===== src/verilog/rpgs_pkg.sv =====
// shared constants and types for rail power-good and sequencing
package rpgs_pkg;
    localparam int unsigned CLK_PERIOD_PS = 8000;
    localparam int unsigned MS_IN_PS = 1000000000;
    localparam int unsigned MS_CYCLES = MS_IN_PS / CLK_PERIOD_PS;

    localparam logic [7:0] ADDR_STATUS = 8'h0B;
    localparam logic [7:0] ADDR_MASK = 8'h0C;
    localparam logic [7:0] ADDR_CTRL = 8'h0D;

    localparam int STAT_RESET_BIT = 7;
    localparam int DLY_HI = 6;
    localparam int DLY_LO = 5;
    localparam int SEQ_HI = 7;
    localparam int SEQ_LO = 5;
    localparam int MASK_PAIR_BIT = 5;

    localparam int RAIL_B1 = 4;
    localparam int RAIL_B2 = 3;
    localparam int RAIL_B3 = 2;
    localparam int RAIL_LR1 = 1;
    localparam int RAIL_LR2 = 0;
    localparam int GRP_EXT = 5;

    localparam logic [1:0] DLY_DEFAULT = 2'h3;
    localparam logic [5:0] MASK_DEFAULT = 6'h08;
    localparam logic [4:0] ENA_DEFAULT = 5'h1F;
    localparam logic [2:0] SEQ_DEFAULT = 3'h0;

    localparam logic [1:0] DLY_20 = 2'h0;
    localparam logic [1:0] DLY_100 = 2'h1;
    localparam logic [1:0] DLY_200 = 2'h2;
    localparam logic [8:0] DLY20_MS = 9'h014;
    localparam logic [8:0] DLY100_MS = 9'h064;
    localparam logic [8:0] DLY200_MS = 9'h0C8;
    localparam logic [8:0] DLY400_MS = 9'h190;

    localparam logic [2:0] SEQ_B2 = 3'h0;
    localparam logic [2:0] SEQ_B2B3 = 3'h1;
    localparam logic [2:0] SEQ_B1_B2B3 = 3'h2;
    localparam logic [2:0] SEQ_B3_B2 = 3'h3;
    localparam logic [2:0] SEQ_LR2_B1B2 = 3'h4;
    localparam logic [2:0] SEQ_PINS = 3'h5;
    localparam logic [2:0] SEQ_B1_B2_B3 = 3'h6;
    localparam logic [2:0] SEQ_EXT_LR2_B1B2 = 3'h7;

    localparam logic [1:0] LVL_MAX = 2'h3;
    localparam logic [1:0] LVL_GAP = 2'h2;
    localparam logic [1:0] SEQ_GAP_TICKS = 2'h2;

    typedef struct packed {
        logic wr;
        logic [7:0] addr;
        logic [7:0] wdata;
    } rpgs_regreq_t;

    typedef enum logic [3:0] {
        SQ_OFF = 4'h1,
        SQ_RISE = 4'h2,
        SQ_HOLD = 4'h4,
        SQ_FALL = 4'h8
    } rpgs_seq_t;
endpackage


===== src/verilog/rpgs_hold_timer.sv =====
// qualifies a level as stable for a number of millisecond ticks
`timescale 1ns/1ps
module rpgs_hold_timer #(
    parameter int CW = 9
) (
    input wire logic clk,
    input wire logic arst_n,
    input wire logic tick,
    input wire logic ok,
    input wire logic [CW-1:0] limit,
    output logic done
);
    logic [CW-1:0] cnt_reg;

    // any drop restarts the whole wait
    always_ff @(posedge clk or negedge arst_n) begin
        if (!arst_n) begin
            cnt_reg <= '0;
        end else if (!ok) begin
            cnt_reg <= '0;
        end else if (tick && cnt_reg <= limit) begin
            cnt_reg <= cnt_reg + 1'b1;
        end
    end

    always_ff @(posedge clk or negedge arst_n) begin
        if (!arst_n) begin
            done <= 1'b0;
        end else begin
            // one extra tick: the first may land just after ok rises
            done <= ok && (cnt_reg > limit);
        end
    end
endmodule


===== src/verilog/rpgs_top.sv =====
// rail power-good supervision, enable control and power sequencing
`timescale 1ns/1ps
// Function
// - status bit 7 shows reset comparator below
// - two-bit field selects 20/100/200/400 ms delay
// - five status bits mirror each rail good
// - pair mask: low when buck3 and lr1 fail
// - per-rail mask pulls power-good low on failure
// - rail runs only with enable bit, and with pin too if not sequenced
// - enable bit forced default while its pin low
// - three-bit order select, power-down in reverse
// - code 000 starts buck2 only
// - code 001 starts buck2 and buck3 together
// - code 010 buck1, then buck2 and buck3
// - code 011 buck3, then buck2
// - code 100 lr2 first, then buck1 buck2
// - code 101 converters follow own pins only
// - code 110 buck1, buck2, buck3 in turn
// - code 111 bucks 1,2 over 1ms after lr2
// - code 111 external regulator before lr2
// - automatic order begins on entering on state
// - non-sequenced converters follow pins in on state
// - code 100 override starts buck3 with lr2, ignores pin
module rpgs_top #(
    parameter int unsigned MS_CYCLES = rpgs_pkg::MS_CYCLES,
    parameter logic [2:0] SEQ_RESET = rpgs_pkg::SEQ_DEFAULT,
    parameter logic [5:0] MASK_RESET = rpgs_pkg::MASK_DEFAULT
) (
    input wire logic clk,
    input wire logic arst_n,
    input wire rpgs_pkg::rpgs_regreq_t reg_req,
    output logic [7:0] reg_rdata,
    input wire logic undervoltage_lockout,
    input wire logic on_state,
    input wire logic reset_cmp_below,
    input wire logic [4:0] rail_good,
    input wire logic [4:0] rail_enable_pin,
    input wire logic buck3_pin_override,
    output logic [4:0] rail_run,
    output logic external_regulator_enable,
    output logic rail_ok_output_o,
    output logic rail_ok_output_oe,
    output logic reset_out_n
);
    import rpgs_pkg::*;

    localparam int DW = $clog2(MS_CYCLES);

    logic [1:0] ok_delay_select;
    logic [5:0] rail_ok_mask;
    logic [4:0] ena_reg;
    logic [2:0] sequence_select;
    logic [DW-1:0] div_reg;
    logic ms_tick;
    rpgs_seq_t st_reg;
    logic [1:0] level_reg;
    logic [1:0] gap_reg;
    logic [5:0] grp_cur;
    logic [5:0] grp_next;
    logic [5:0] auto_set;
    logic [5:0] auto_on;
    logic [4:0] run_next;
    logic [8:0] limit_ms;
    logic pg_fail;
    logic pg_done;
    logic rst_done;
    logic gap_ok;
    logic wr_status;
    logic wr_mask;
    logic wr_ctrl;

    // groups of rails per order step: [5] ext, [4:0] rails
    function automatic logic [5:0] group_vec(input logic [2:0] code,
                                             input logic ovr,
                                             input logic [1:0] lvl);
        logic [5:0] g;
        g = 6'h00;
        case (code)
            SEQ_B2: begin
                if (lvl == 2'h1) g[RAIL_B2] = 1'b1;
            end
            SEQ_B2B3: begin
                if (lvl == 2'h1) g[RAIL_B2] = 1'b1;
                if (lvl == 2'h1) g[RAIL_B3] = 1'b1;
            end
            SEQ_B1_B2B3: begin
                if (lvl == 2'h1) g[RAIL_B1] = 1'b1;
                if (lvl == 2'h2) g[RAIL_B2] = 1'b1;
                if (lvl == 2'h2) g[RAIL_B3] = 1'b1;
            end
            SEQ_B3_B2: begin
                if (lvl == 2'h1) g[RAIL_B3] = 1'b1;
                if (lvl == 2'h2) g[RAIL_B2] = 1'b1;
            end
            SEQ_LR2_B1B2: begin
                if (lvl == 2'h1) g[RAIL_LR2] = 1'b1;
                if (lvl == 2'h1) g[RAIL_B3] = ovr;
                if (lvl == 2'h2) g[RAIL_B1] = 1'b1;
                if (lvl == 2'h2) g[RAIL_B2] = 1'b1;
            end
            SEQ_B1_B2_B3: begin
                if (lvl == 2'h1) g[RAIL_B1] = 1'b1;
                if (lvl == 2'h2) g[RAIL_B2] = 1'b1;
                if (lvl == 2'h3) g[RAIL_B3] = 1'b1;
            end
            SEQ_EXT_LR2_B1B2: begin
                if (lvl == 2'h1) g[GRP_EXT] = 1'b1;
                if (lvl == 2'h2) g[RAIL_LR2] = 1'b1;
                if (lvl == 2'h3) g[RAIL_B1] = 1'b1;
                if (lvl == 2'h3) g[RAIL_B2] = 1'b1;
            end
            default: g = 6'h00;
        endcase
        return g;
    endfunction

    function automatic logic [8:0] delay_ms(input logic [1:0] code);
        case (code)
            DLY_20: delay_ms = DLY20_MS;
            DLY_100: delay_ms = DLY100_MS;
            DLY_200: delay_ms = DLY200_MS;
            default: delay_ms = DLY400_MS;
        endcase
    endfunction

    assign wr_status = reg_req.wr && reg_req.addr == ADDR_STATUS;
    assign wr_mask = reg_req.wr && reg_req.addr == ADDR_MASK;
    assign wr_ctrl = reg_req.wr && reg_req.addr == ADDR_CTRL;

    // lockout reloads defaults and outranks any write
    always_ff @(posedge clk or negedge arst_n) begin
        if (!arst_n) begin
            ok_delay_select <= DLY_DEFAULT;
        end else if (undervoltage_lockout) begin
            ok_delay_select <= DLY_DEFAULT;
        end else if (wr_status) begin
            ok_delay_select <= reg_req.wdata[DLY_HI:DLY_LO];
        end
    end

    always_ff @(posedge clk or negedge arst_n) begin
        if (!arst_n) begin
            rail_ok_mask <= MASK_RESET;
        end else if (undervoltage_lockout) begin
            rail_ok_mask <= MASK_RESET;
        end else if (wr_mask) begin
            rail_ok_mask <= reg_req.wdata[5:0];
        end
    end

    always_ff @(posedge clk or negedge arst_n) begin
        if (!arst_n) begin
            sequence_select <= SEQ_RESET;
        end else if (undervoltage_lockout) begin
            sequence_select <= SEQ_RESET;
        end else if (wr_ctrl) begin
            sequence_select <= reg_req.wdata[SEQ_HI:SEQ_LO];
        end
    end

    // a low pin holds its enable bit at default over a write
    always_ff @(posedge clk or negedge arst_n) begin
        if (!arst_n) begin
            ena_reg <= ENA_DEFAULT;
        end else if (undervoltage_lockout) begin
            ena_reg <= ENA_DEFAULT;
        end else begin
            for (int i = 0; i < 5; i++) begin
                if (!rail_enable_pin[i]) begin
                    ena_reg[i] <= ENA_DEFAULT[i];
                end else if (wr_ctrl) begin
                    ena_reg[i] <= reg_req.wdata[i];
                end
            end
        end
    end

    // read data is registered one cycle after the address
    always_ff @(posedge clk or negedge arst_n) begin
        if (!arst_n) begin
            reg_rdata <= 8'h00;
        end else begin
            case (reg_req.addr)
                ADDR_STATUS: reg_rdata <= {reset_cmp_below,
                    ok_delay_select, rail_good};
                ADDR_MASK: reg_rdata <= {2'h0, rail_ok_mask};
                ADDR_CTRL: reg_rdata <= {sequence_select, ena_reg};
                default: reg_rdata <= 8'h00;
            endcase
        end
    end

    always_ff @(posedge clk or negedge arst_n) begin
        if (!arst_n) begin
            div_reg <= '0;
            ms_tick <= 1'b0;
        end else if (div_reg == DW'(MS_CYCLES - 1)) begin
            div_reg <= '0;
            ms_tick <= 1'b1;
        end else begin
            div_reg <= div_reg + 1'b1;
            ms_tick <= 1'b0;
        end
    end

    assign grp_cur = group_vec(sequence_select, buck3_pin_override,
                               level_reg);
    assign grp_next = group_vec(sequence_select, buck3_pin_override,
                                level_reg + 2'h1);
    assign gap_ok = !(sequence_select == SEQ_EXT_LR2_B1B2 &&
                      level_reg == LVL_GAP) || gap_reg >= SEQ_GAP_TICKS;

    // stepping waits on the current group being good, plus a ms gap after lr2 in code 111
    always_ff @(posedge clk or negedge arst_n) begin
        if (!arst_n) begin
            st_reg <= SQ_OFF;
            level_reg <= 2'h0;
        end else begin
            case (st_reg)
                SQ_OFF: begin
                    if (on_state) st_reg <= SQ_RISE;
                end
                SQ_RISE: begin
                    if (!on_state) begin
                        st_reg <= SQ_FALL;
                    end else if (level_reg == LVL_MAX ||
                                 grp_next == 6'h00) begin
                        st_reg <= SQ_HOLD;
                    end else if ((grp_cur[4:0] & rail_good) ==
                                 grp_cur[4:0] && gap_ok) begin
                        level_reg <= level_reg + 2'h1;
                    end
                end
                SQ_HOLD: begin
                    if (!on_state) st_reg <= SQ_FALL;
                end
                SQ_FALL: begin
                    if (on_state) begin
                        st_reg <= SQ_RISE;
                    end else if (level_reg == 2'h0) begin
                        st_reg <= SQ_OFF;
                    end else if ((grp_cur[4:0] & rail_good) == 5'h00) begin
                        level_reg <= level_reg - 2'h1;
                    end
                end
                default: begin
                    st_reg <= SQ_OFF;
                    level_reg <= 2'h0;
                end
            endcase
        end
    end

    // counts whole ms ticks since lr2 was started
    always_ff @(posedge clk or negedge arst_n) begin
        if (!arst_n) begin
            gap_reg <= 2'h0;
        end else if (level_reg < LVL_GAP) begin
            gap_reg <= 2'h0;
        end else if (ms_tick && gap_reg < SEQ_GAP_TICKS) begin
            gap_reg <= gap_reg + 2'h1;
        end
    end

    always_comb begin
        auto_set = 6'h00;
        auto_on = 6'h00;
        for (int l = 1; l <= 3; l++) begin
            auto_set = auto_set | group_vec(sequence_select,
                buck3_pin_override, l[1:0]);
            // in fall the top group is already off so it drains first
            if (l[1:0] < level_reg ||
                (l[1:0] == level_reg && st_reg != SQ_FALL)) begin
                auto_on = auto_on | group_vec(sequence_select,
                    buck3_pin_override, l[1:0]);
            end
        end
    end

    // sequenced rails ignore their pins; others follow them
    generate
        for (genvar i = 0; i < 5; i++) begin : g_run
            assign run_next[i] = auto_set[i] ?
                (auto_on[i] && ena_reg[i]) :
                (rail_enable_pin[i] && ena_reg[i]);
        end
    endgenerate

    always_ff @(posedge clk or negedge arst_n) begin
        if (!arst_n) begin
            rail_run <= 5'h00;
            external_regulator_enable <= 1'b0;
        end else begin
            rail_run <= run_next;
            external_regulator_enable <= auto_on[GRP_EXT];
        end
    end

    assign pg_fail = |(rail_ok_mask[4:0] & ~rail_good) ||
        (rail_ok_mask[MASK_PAIR_BIT] && !rail_good[RAIL_B3] &&
         !rail_good[RAIL_LR1]);
    assign limit_ms = delay_ms(ok_delay_select);

    rpgs_hold_timer #(.CW(9)) u_pg_timer (
        .clk(clk),
        .arst_n(arst_n),
        .tick(ms_tick),
        .ok(!pg_fail),
        .limit(limit_ms),
        .done(pg_done)
    );

    rpgs_hold_timer #(.CW(9)) u_rst_timer (
        .clk(clk),
        .arst_n(arst_n),
        .tick(ms_tick),
        .ok(!reset_cmp_below),
        .limit(limit_ms),
        .done(rst_done)
    );

    // fail bypasses the timer so the pin drops without delay
    always_ff @(posedge clk or negedge arst_n) begin
        if (!arst_n) begin
            rail_ok_output_o <= 1'b0;
            rail_ok_output_oe <= 1'b1;
            reset_out_n <= 1'b0;
        end else begin
            rail_ok_output_o <= 1'b0;
            rail_ok_output_oe <= pg_fail || !pg_done;
            reset_out_n <= !reset_cmp_below && rst_done;
        end
    end
endmodule


===== config.mk =====
export PLATFORM = sky130hd
export DESIGN_NAME = rpgs_top
export DESIGN_NICKNAME = d
export VERILOG_FILES = /design/src/verilog/rpgs_pkg.sv /design/src/verilog/rpgs_hold_timer.sv /design/src/verilog/rpgs_top.sv
export SDC_FILE = /design/constraint.sdc
export NUM_CORES = 1
export LEC_CHECK = 0
export ABC_AREA = 1
export BUFFER_PORTS_ARGS = -buffer_cell sky130_fd_sc_hd__buf_4
export CAP_MARGIN = 20
export CORE_MARGIN = 1
export CORE_UTILIZATION = 65
export CTS_BUF_LIST = sky130_fd_sc_hd__clkbuf_4 sky130_fd_sc_hd__clkbuf_8
export DETAILED_ROUTE_END_ITERATION = 8
export PLACE_DENSITY = 0.92
export SYNTH_ARGS = -nofsm -noshare
export SYNTH_HDL_FRONTEND = slang
export SYNTH_SLANG_ARGS = --single-unit

===== constraint.sdc =====
create_clock -name clk -period 5.81 [get_ports clk]
set_clock_uncertainty 0.05 [all_clocks]
set_input_delay 0.8715 -clock clk [delete_from_list [all_inputs] [get_ports clk]]
set_output_delay 0.8715 -clock clk [all_outputs]
set_load 0.005 [all_outputs]

==> metrics.md, run 1 <==
| Metric | Value |
|---|---|
| Die ar. | `0.00757 mm2` |
| Total negative slack for setup checks | `0 ns` |
| Critical path class | `flop to flop` |
| Post-CTS Setup Repair Bufs | `0` |
| Placed insts | `740` |
| Cts hold-fix bufs | `0` |
| Total standard cell area after synthesis | `0.00470 mm2` |
| Final worst slack | `3.14 ns` |
| Cell types with the largest area share after synthesis | `sky130_fd_sc_hd__dfrtp_1, sky130_fd_sc_hd__nand2_1, sky130_fd_sc_hd__ha_1` |
| Detailed-placement wirelength estimate | `8.29 mm` |
| Number of input and output port buffers inserted | `48` |
| Final instance area | `0.00535 mm2` |
| Fill cell total of the finished layout | `507` |
| Combinational share of power | `22.5%` |
| Post-synthesis cell type with the largest combined area | `sky130_fd_sc_hd__dfrtp_1` |
| Total power divided by cell area | `258 mW/mm2` |
| Seq/Total Area, Yosys | `41.8%` |
| Drt first pass iters | `5` |
| Number of max-cap violations | `0` |
| Synthesized instance count | `605` |
| Number of antenna violations at the first check in global routing | `0` |
| DRC violations left | `0` |
| Required time worst endpoint | `6.02 ns` |
| Biggest cell delay along the critical path | `0.55 ns` |
| DR WL/cell | `15.2 um` |
| Clock tree from TritonCTS | `done` |
| Fin. Hold Viols | `0` |
| Yosys warning count | `0` |
| Most frequent CP cell | `sky130_fd_sc_hd__o21ai_0` |
| Largest net degree at the start of global routing | `79` |
| Worst hold-check path type | `flop to flop` |
| Leakage power summed over all cells | `2.71 nW` |
| Critical Path End Type | `flop` |
| Result of the run | `finished clean` |
| Number of enable flip-flop cells after synthesis | `0` |
| Unrepaired setup endpoints after global routing | `false` |
| Buffer levels on the longest clock path | `2` |
| Number of library cell types mapped by synthesis | `43` |
| Most frequent cell after synthesis | `sky130_fd_sc_hd__nand2_1` |
| Vias per Instance | `5.82` |
| Sw Ratio | `31.6%` |
| Post-layout instance count excluding filler cells | `756` |
| Final setup vio count | `0` |
| Cell type of the slowest stage on the worst timing path | `sky130_fd_sc_hd__dfstp_2` |
| Area after detailed placement | `0.00513 mm2` |
| Die boundary height | `87.0 um` |
| Final weighted congestion in routability-driven placement | `0.919` |
| Worst IR drop on VDD | `0.178 mV` |
| Wire length reported by the detailed router | `11.5 mm` |
| Area taken by multi-input logic gates | `0.00237 mm2` |
| Overall die width | `87.0 um` |
| Clock power share | `33.6%` |
| Register area | `0.00196 mm2` |
| Syn Nets | `668` |
| Internal portion of total power | `0.944 mW` |
| Standard-cell rows | `30` |
| Share of layout cells above drive strength 1 | `14.5%` |
| Effective utilization at floorplan | `68.0%` |
| Startpoint types | `flop` |
| NumNets Final | `718` |
| Clock H-tree levels | `3` |
| Worst hold slack | `0.340 ns` |
| Clock Sinks | `78` |
| Clock tree root buffer cell | `sky130_fd_sc_hd__clkbuf_8` |
| Signal arrival time at the worst endpoint | `2.88 ns` |
| Flip-flop count of the largest register, all copies and words added | `17` |
| Predominant post-synthesis flop cell | `sky130_fd_sc_hd__dfrtp_1` |
| Layout area overhead | `13.8%` |
| Share of power burned in registers | `43.9%` |
| Overall via count from detail_route | `4401` |
| Post-synth ARST share | `100%` |
| Clock insertion delay at the later pin of the skew report | `0.36 ns` |
| Sum of overflow across all layers after global routing | `0` |
| Worst slack after detailed placement | `3.18 ns` |
| Mean area per synthesized cell | `7.77 um2` |
| Crit share post-route | `46.0%` |
| Fraction of synthesized cell area taken by the top area cell type | `36.2%` |
| Final Slew Violations | `0` |
| Fmax | `0.374 GHz` |
| Crit path max fanout | `13` |
| Register bit count reported by yosys | `78` |
| Global router's overall resource usage | `32.5%` |
| Global-route wire length before repair | `19.1 mm` |
| Number of buffers created by CTS | `9` |
| Placeable core region | `0.00691 mm2` |
| Synth top cells by count | `sky130_fd_sc_hd__nand2_1, sky130_fd_sc_hd__inv_1, sky130_fd_sc_hd__dfrtp_1, sky130_fd_sc_hd__nand3_1, sky130_fd_sc_hd__nor2_1` |
| Worst slew margin relative to its limit | `35.6%` |
| Number of gates given a new drive strength after cts | `0` |
| Number of DRC violations after detailed-routing iteration 0 | `372` |
| Vias in the first global route | `4109` |
| Reported net switching power | `0.437 mW` |
| IO Pins | `50` |
| Ant diodes | `0` |
| Final ANT Viol Nets | `0` |
| Cells along the critical path | `inv_1, ha_1, inv_1, ha_1, a21oi_1, o21ai_0, nand2_1, o211ai_1, o21ai_0, nand2_1, nand2_2, o21ai_0, and2_1` |
| Worst slew pin tran | `0.966 ns` |
| Clock input transition at the sequential cells of the worst setup and hold paths | `0.09 ns` |
| Period minus WS final | `2.67 ns` |
-- final timing paths --
| path | end | depth (start not counted) | from | slack, ns |
|---|---|---|---|---|
| hold / removal | rail_ok_output_oe | 1 | u_pg_timer.done | 0.34 |
| setup / recovery | u_pg_timer.cnt_reg[3] | 13 | ok_delay_select[0] | 3.14 |
| max in group asynchronous | div_reg[6] | 1 | arst_n | 4.47 |
| min in group asynchronous | u_pg_timer.cnt_reg[3] | 1 | arst_n | 0.59 |
| hold reg to reg | rail_ok_output_oe | 1 | u_pg_timer.done | 0.34 |
| setup reg to reg | u_pg_timer.cnt_reg[3] | 13 | ok_delay_select[0] | 3.14 |
-- metal layers --
layer	track usage, %	part of all wire (%)
met1	42.7	41
met3	4.74	8.6
met2	54.1	49
met5	0	0
met4	13.3	2.0
-- worst max-delay path, delay by kind of cell (launching register included) --
family / cells / cell delay, ns
adders and majority gates: 2 / 0.65
buffers and inverters: 2 / 0.16
AOI/OAI and AO/OA: 5 / 0.51
and+or+nand+nor: 4 / 0.66
DFF: 1 / 0.55
-- power groups by stage --
stage | sequential, mW | clock [mW] | combinational, mW
6_report | 0.606 | 0.464 | 0.311
5_1_grt | 0.610 | 0.488 | 0.350
4_1_cts | 0.605 | 0.468 | 0.307
3_5_place_dp | 0.615 | 0 | 0.304
3_3_place_gp | 0.612 | 0 | 0.289
2_1_floorplan | 0.609 | 0 | 0.209
-- placed cells by master, fill, tap and decap left out, drive strengths merged, types with 3 or more instances in the layout --
| cell | instances |
|---|---|
| o211ai | 3 |
| nor4 | 4 |
| dfrtp | 68 |
| dfstp | 10 |
| nand3 | 61 |
| nor3 | 15 |
| clkbuf | 11 |
| nand2 | 129 |
| ha | 30 |
| xor2 | 14 |
| nor3b | 3 |
| nor2 | 65 |
| or2 | 3 |
| a21oi | 18 |
| o22ai | 4 |
| o21ai | 46 |
| o221ai | 5 |
| inv | 85 |
| xnor2 | 3 |
| nand4 | 18 |
| buf | 48 |
-- through the flow --
step	power, mW	utilization [%]
global placement	0.902	74.3
CTS	1.38	77.5
global route	1.45	77.5
finish	1.38	77.5
detailed placement	0.919	74.3
floorplan	0.818	-
-- cells by family after synthesis --
logic type | count (synthesis) | share of synthesized area, %
simple gates | 303 | 29.2
buf+inv | 93 | 7.80
compound gates | 83 | 10.0
flops | 78 | 41.8
fa+ha+maj | 30 | 7.99
xor+xnor | 17 | 3.17
other cells | 1 | 0.0798
-- area by class of cell --
type / instances / share of cell area (%)
timing repair buffer: 48 / 6.74
multi-input combinational: 434 / 44.3
sequential: 78 / 36.7
tap: 96 / 2.25
inverter: 84 / 5.89
clock buffer: 11 / 2.60
clock inverter: 5 / 1.54
(Power assumes the default switching activity.)
==> inputs of run 2 (changes only) <==
--- a/config.mk
+++ b/config.mk
@@ -9,10 +9,10 @@
 export BUFFER_PORTS_ARGS = -buffer_cell sky130_fd_sc_hd__buf_4
 export CAP_MARGIN = 20
 export CORE_MARGIN = 1
-export CORE_UTILIZATION = 65
+export CORE_UTILIZATION = 55
 export CTS_BUF_LIST = sky130_fd_sc_hd__clkbuf_4 sky130_fd_sc_hd__clkbuf_8
 export DETAILED_ROUTE_END_ITERATION = 8
-export PLACE_DENSITY = 0.92
+export PLACE_DENSITY = 0.83
 export SYNTH_ARGS = -nofsm -noshare
 export SYNTH_HDL_FRONTEND = slang
 export SYNTH_SLANG_ARGS = --single-unit
==> constraint.sdc (replaced) <==
create_clock -name clk -period 2.3 [get_ports clk]
set_clock_uncertainty 0.05 [all_clocks]
set_input_delay 0.345 -clock clk [delete_from_list [all_inputs] [get_ports clk]]
set_output_delay 0.345 -clock clk [all_outputs]
set_load 0.005 [all_outputs]
==> run 2 against run 1 <==
Die area rose by 18%. First-iteration DRC count fell by 25%. Wire length rose by 7.8%. Sequential share of layout area fell by 2.5 points. Highest routed layer unchanged. Critical path type unchanged. Global-route usage fell by 4.2 points. Utilization fell by 7.9 points. Power rose to 2.6 times the previous value. Largest power group unchanged. Critical path depth did not move. The flow now finishes with violations (setup timing). Register-to-register slack got worse by 3.2 ns.
==> metrics.md, run 2 (synthesized netlist as in run 1, its figures left out) <==
| Metric | Value |
|---|---|
| Standard-cell rows | `33` |
| Clock power share | `29.7%` |
| Clock H-tree levels | `3` |
| Unrepaired setup endpoints after global routing | `true` |
| Clock tree root buffer cell | `sky130_fd_sc_hd__clkbuf_8` |
| Result of the run | `complete, but fails checks` |
| Startpoint types | `flop` |
| Clock insertion delay at the later pin of the skew report | `0.36 ns` |
| Fin. Hold Viols | `0` |
| Clock tree from TritonCTS | `done` |
| Effective utilization at floorplan | `56.9%` |
| Share of layout cells above drive strength 1 | `23.0%` |
| Leakage power summed over all cells | `2.83 nW` |
| Number of antenna violations at the first check in global routing | `0` |
| Critical path class | `flop to flop` |
| Worst Reg2Reg Path Length in Cells | `13` |
| Critical Path End Type | `flop` |
| Worst IR drop on VDD | `0.352 mV` |
| Layout area overhead | `22.2%` |
| Crit path max fanout | `6` |
| Final weighted congestion in routability-driven placement | `0.918` |
| Total negative slack for setup checks | `-0.277 ns` |
| Global router's overall resource usage | `28.3%` |
| Vias in the first global route | `4297` |
| Post-layout instance count excluding filler cells | `789` |
| WHS Path Cells | `2` |
| Total power divided by cell area | `614 mW/mm2` |
| Combinational share of power | `26.8%` |
| DR WL/cell | `15.7 um` |
| Overall via count from detail_route | `4480` |
| DRC violations left | `0` |
| Clock Sinks | `78` |
| Detailed-placement wirelength estimate | `8.76 mm` |
| Wire length reported by the detailed router | `12.4 mm` |
| Overall die width | `94.4 um` |
| Most common cell after layout, fill and taps aside | `sky130_fd_sc_hd__nand2_1` |
| Sw Ratio | `32.6%` |
| Worst hold-check path type | `input port to flop` |
| Number of DRC violations after detailed-routing iteration 0 | `280` |
| Number of max-cap violations | `0` |
| Die boundary height | `94.4 um` |
| Share of power burned in registers | `43.5%` |
| Global-route wire length before repair | `19.6 mm` |
| Placeable core region | `0.00826 mm2` |
| Buffer levels on the longest clock path | `2` |
| Sum of overflow across all layers after global routing | `0` |
| Number of input and output port buffers inserted | `48` |
| Tot Pwr | `3.52 mW` |
| Required time worst endpoint | `2.49 ns` |
| Die ar. | `0.00892 mm2` |
| Final Slew Violations | `0` |
| Clock input transition at the sequential cells of the worst setup and hold paths | `0.08 ns` |
| Area after detailed placement | `0.00526 mm2` |
| Flip-flop count of the largest register, all copies and words added | `17` |
| Drt first pass iters | `5` |
| Violations in the final reports | `setup timing` |
| Placed insts | `763` |
| Number of buffers created by CTS | `9` |
| Final instance area | `0.00574 mm2` |
| Fmax | `0.423 GHz` |
| Most frequent cells in the layout | `sky130_fd_sc_hd__nand2_1, sky130_fd_sc_hd__inv_1, sky130_fd_sc_hd__dfrtp_1, sky130_fd_sc_hd__buf_4, sky130_fd_sc_hd__nor2_1` |
| Reported net switching power | `1.15 mW` |
| Vias per Instance | `5.68` |
| Final worst slack | `-0.0639 ns` |
| Final setup vio count | `14` |
| Internal portion of total power | `2.37 mW` |
| Final ANT Viol Nets | `0` |
| Ant diodes | `0` |
| Crit share post-route | `103%` |
| NumNets Final | `742` |
| Signal arrival time at the worst endpoint | `2.55 ns` |
| IO Pins | `50` |
| Period minus WS final | `2.36 ns` |
| Largest net degree at the start of global routing | `31` |
## run 2: per-stage QoR
step | utilization, % | worst slack (ns) | hold WS (ns)
global route | 69.6 | -0.160 | 0.104
CTS | 67.1 | 0.0217 | 0.107
finish | 69.6 | -0.0639 | 0.109
global placement | 63.7 | -0.0830 | 0.245
detailed placement | 63.7 | -0.292 | 0.253
floorplan | - | 0.00198 | -0.000591
## run 2: worst max-delay path: stages, from the launching register on
cell and delay (ns):
sky130_fd_sc_hd__dfstp_2 0.54, sky130_fd_sc_hd__inv_2 0.05, sky130_fd_sc_hd__ha_4 0.28, sky130_fd_sc_hd__inv_4 0.05, sky130_fd_sc_hd__ha_4 0.29, sky130_fd_sc_hd__nand2_1 0.08
sky130_fd_sc_hd__o21ai_2 0.17, sky130_fd_sc_hd__nand4_1 0.14, sky130_fd_sc_hd__nand3_2 0.11, sky130_fd_sc_hd__o21ai_4 0.07, sky130_fd_sc_hd__nand2_2 0.15, sky130_fd_sc_hd__nand2_4 0.10
sky130_fd_sc_hd__nand2_2 0.08, sky130_fd_sc_hd__nand2_1 0.06
## run 2: what timing repair did
item / 4_1_cts / 5_1_grt
hold buffers: 1 / 0
cloned: 1 / 0
pin swaps: 2 / 13
endpoints found under the setup margin: 18 / 19
hold endpoints to repair: 27 / 0
gates resized for setup: 14 / 41
buffers inserted: 3 / 6
## run 2: power groups by stage
stage	clock, mW	sequential [mW]	combinational [mW]
after floorplan	0	1.54	0.528
after global placement	0	1.55	0.790
after detailed placement	0	1.56	0.834
after CTS	1.06	1.53	0.860
after global routing	1.12	1.54	1.06
final	1.05	1.53	0.945
## run 2: final timing paths
path / startpoint / endpoint / slack, ns
hold reg to reg: u_pg_timer.done / rail_ok_output_oe / 0.34
min in group asynchronous: arst_n / u_pg_timer.cnt_reg[1] / 0.40
max in group asynchronous: arst_n / rail_ok_output_oe / 1.13
setup reg to reg: ok_delay_select[0] / u_rst_timer.cnt_reg[8] / -0.06
hold / removal: rail_enable_pin[3] / ena_reg[3] / 0.11
setup / recovery: ok_delay_select[0] / u_rst_timer.cnt_reg[8] / -0.06
## run 2: area by class of cell
class | count | area (um2)
repair buffers | 71 | 567
multi-input cells | 435 | 2560
well taps | 105 | 131
fillers | 663 | 2510
clock buffers | 12 | 146
clock inverters | 4 | 48.8
inverters | 84 | 322
flip-flops and latches | 78 | 1960
## run 2: metal layers
layer / vias to the layer above / wire (um) / track usage [%]
li1: 2140 / - / -
met1: 2120 / 5110 / 34.5
met2: 183 / 6110 / 49.2
met3: 37 / 749 / 4.59
met4: 0 / 392 / 12.2
met5: - / 0 / 0
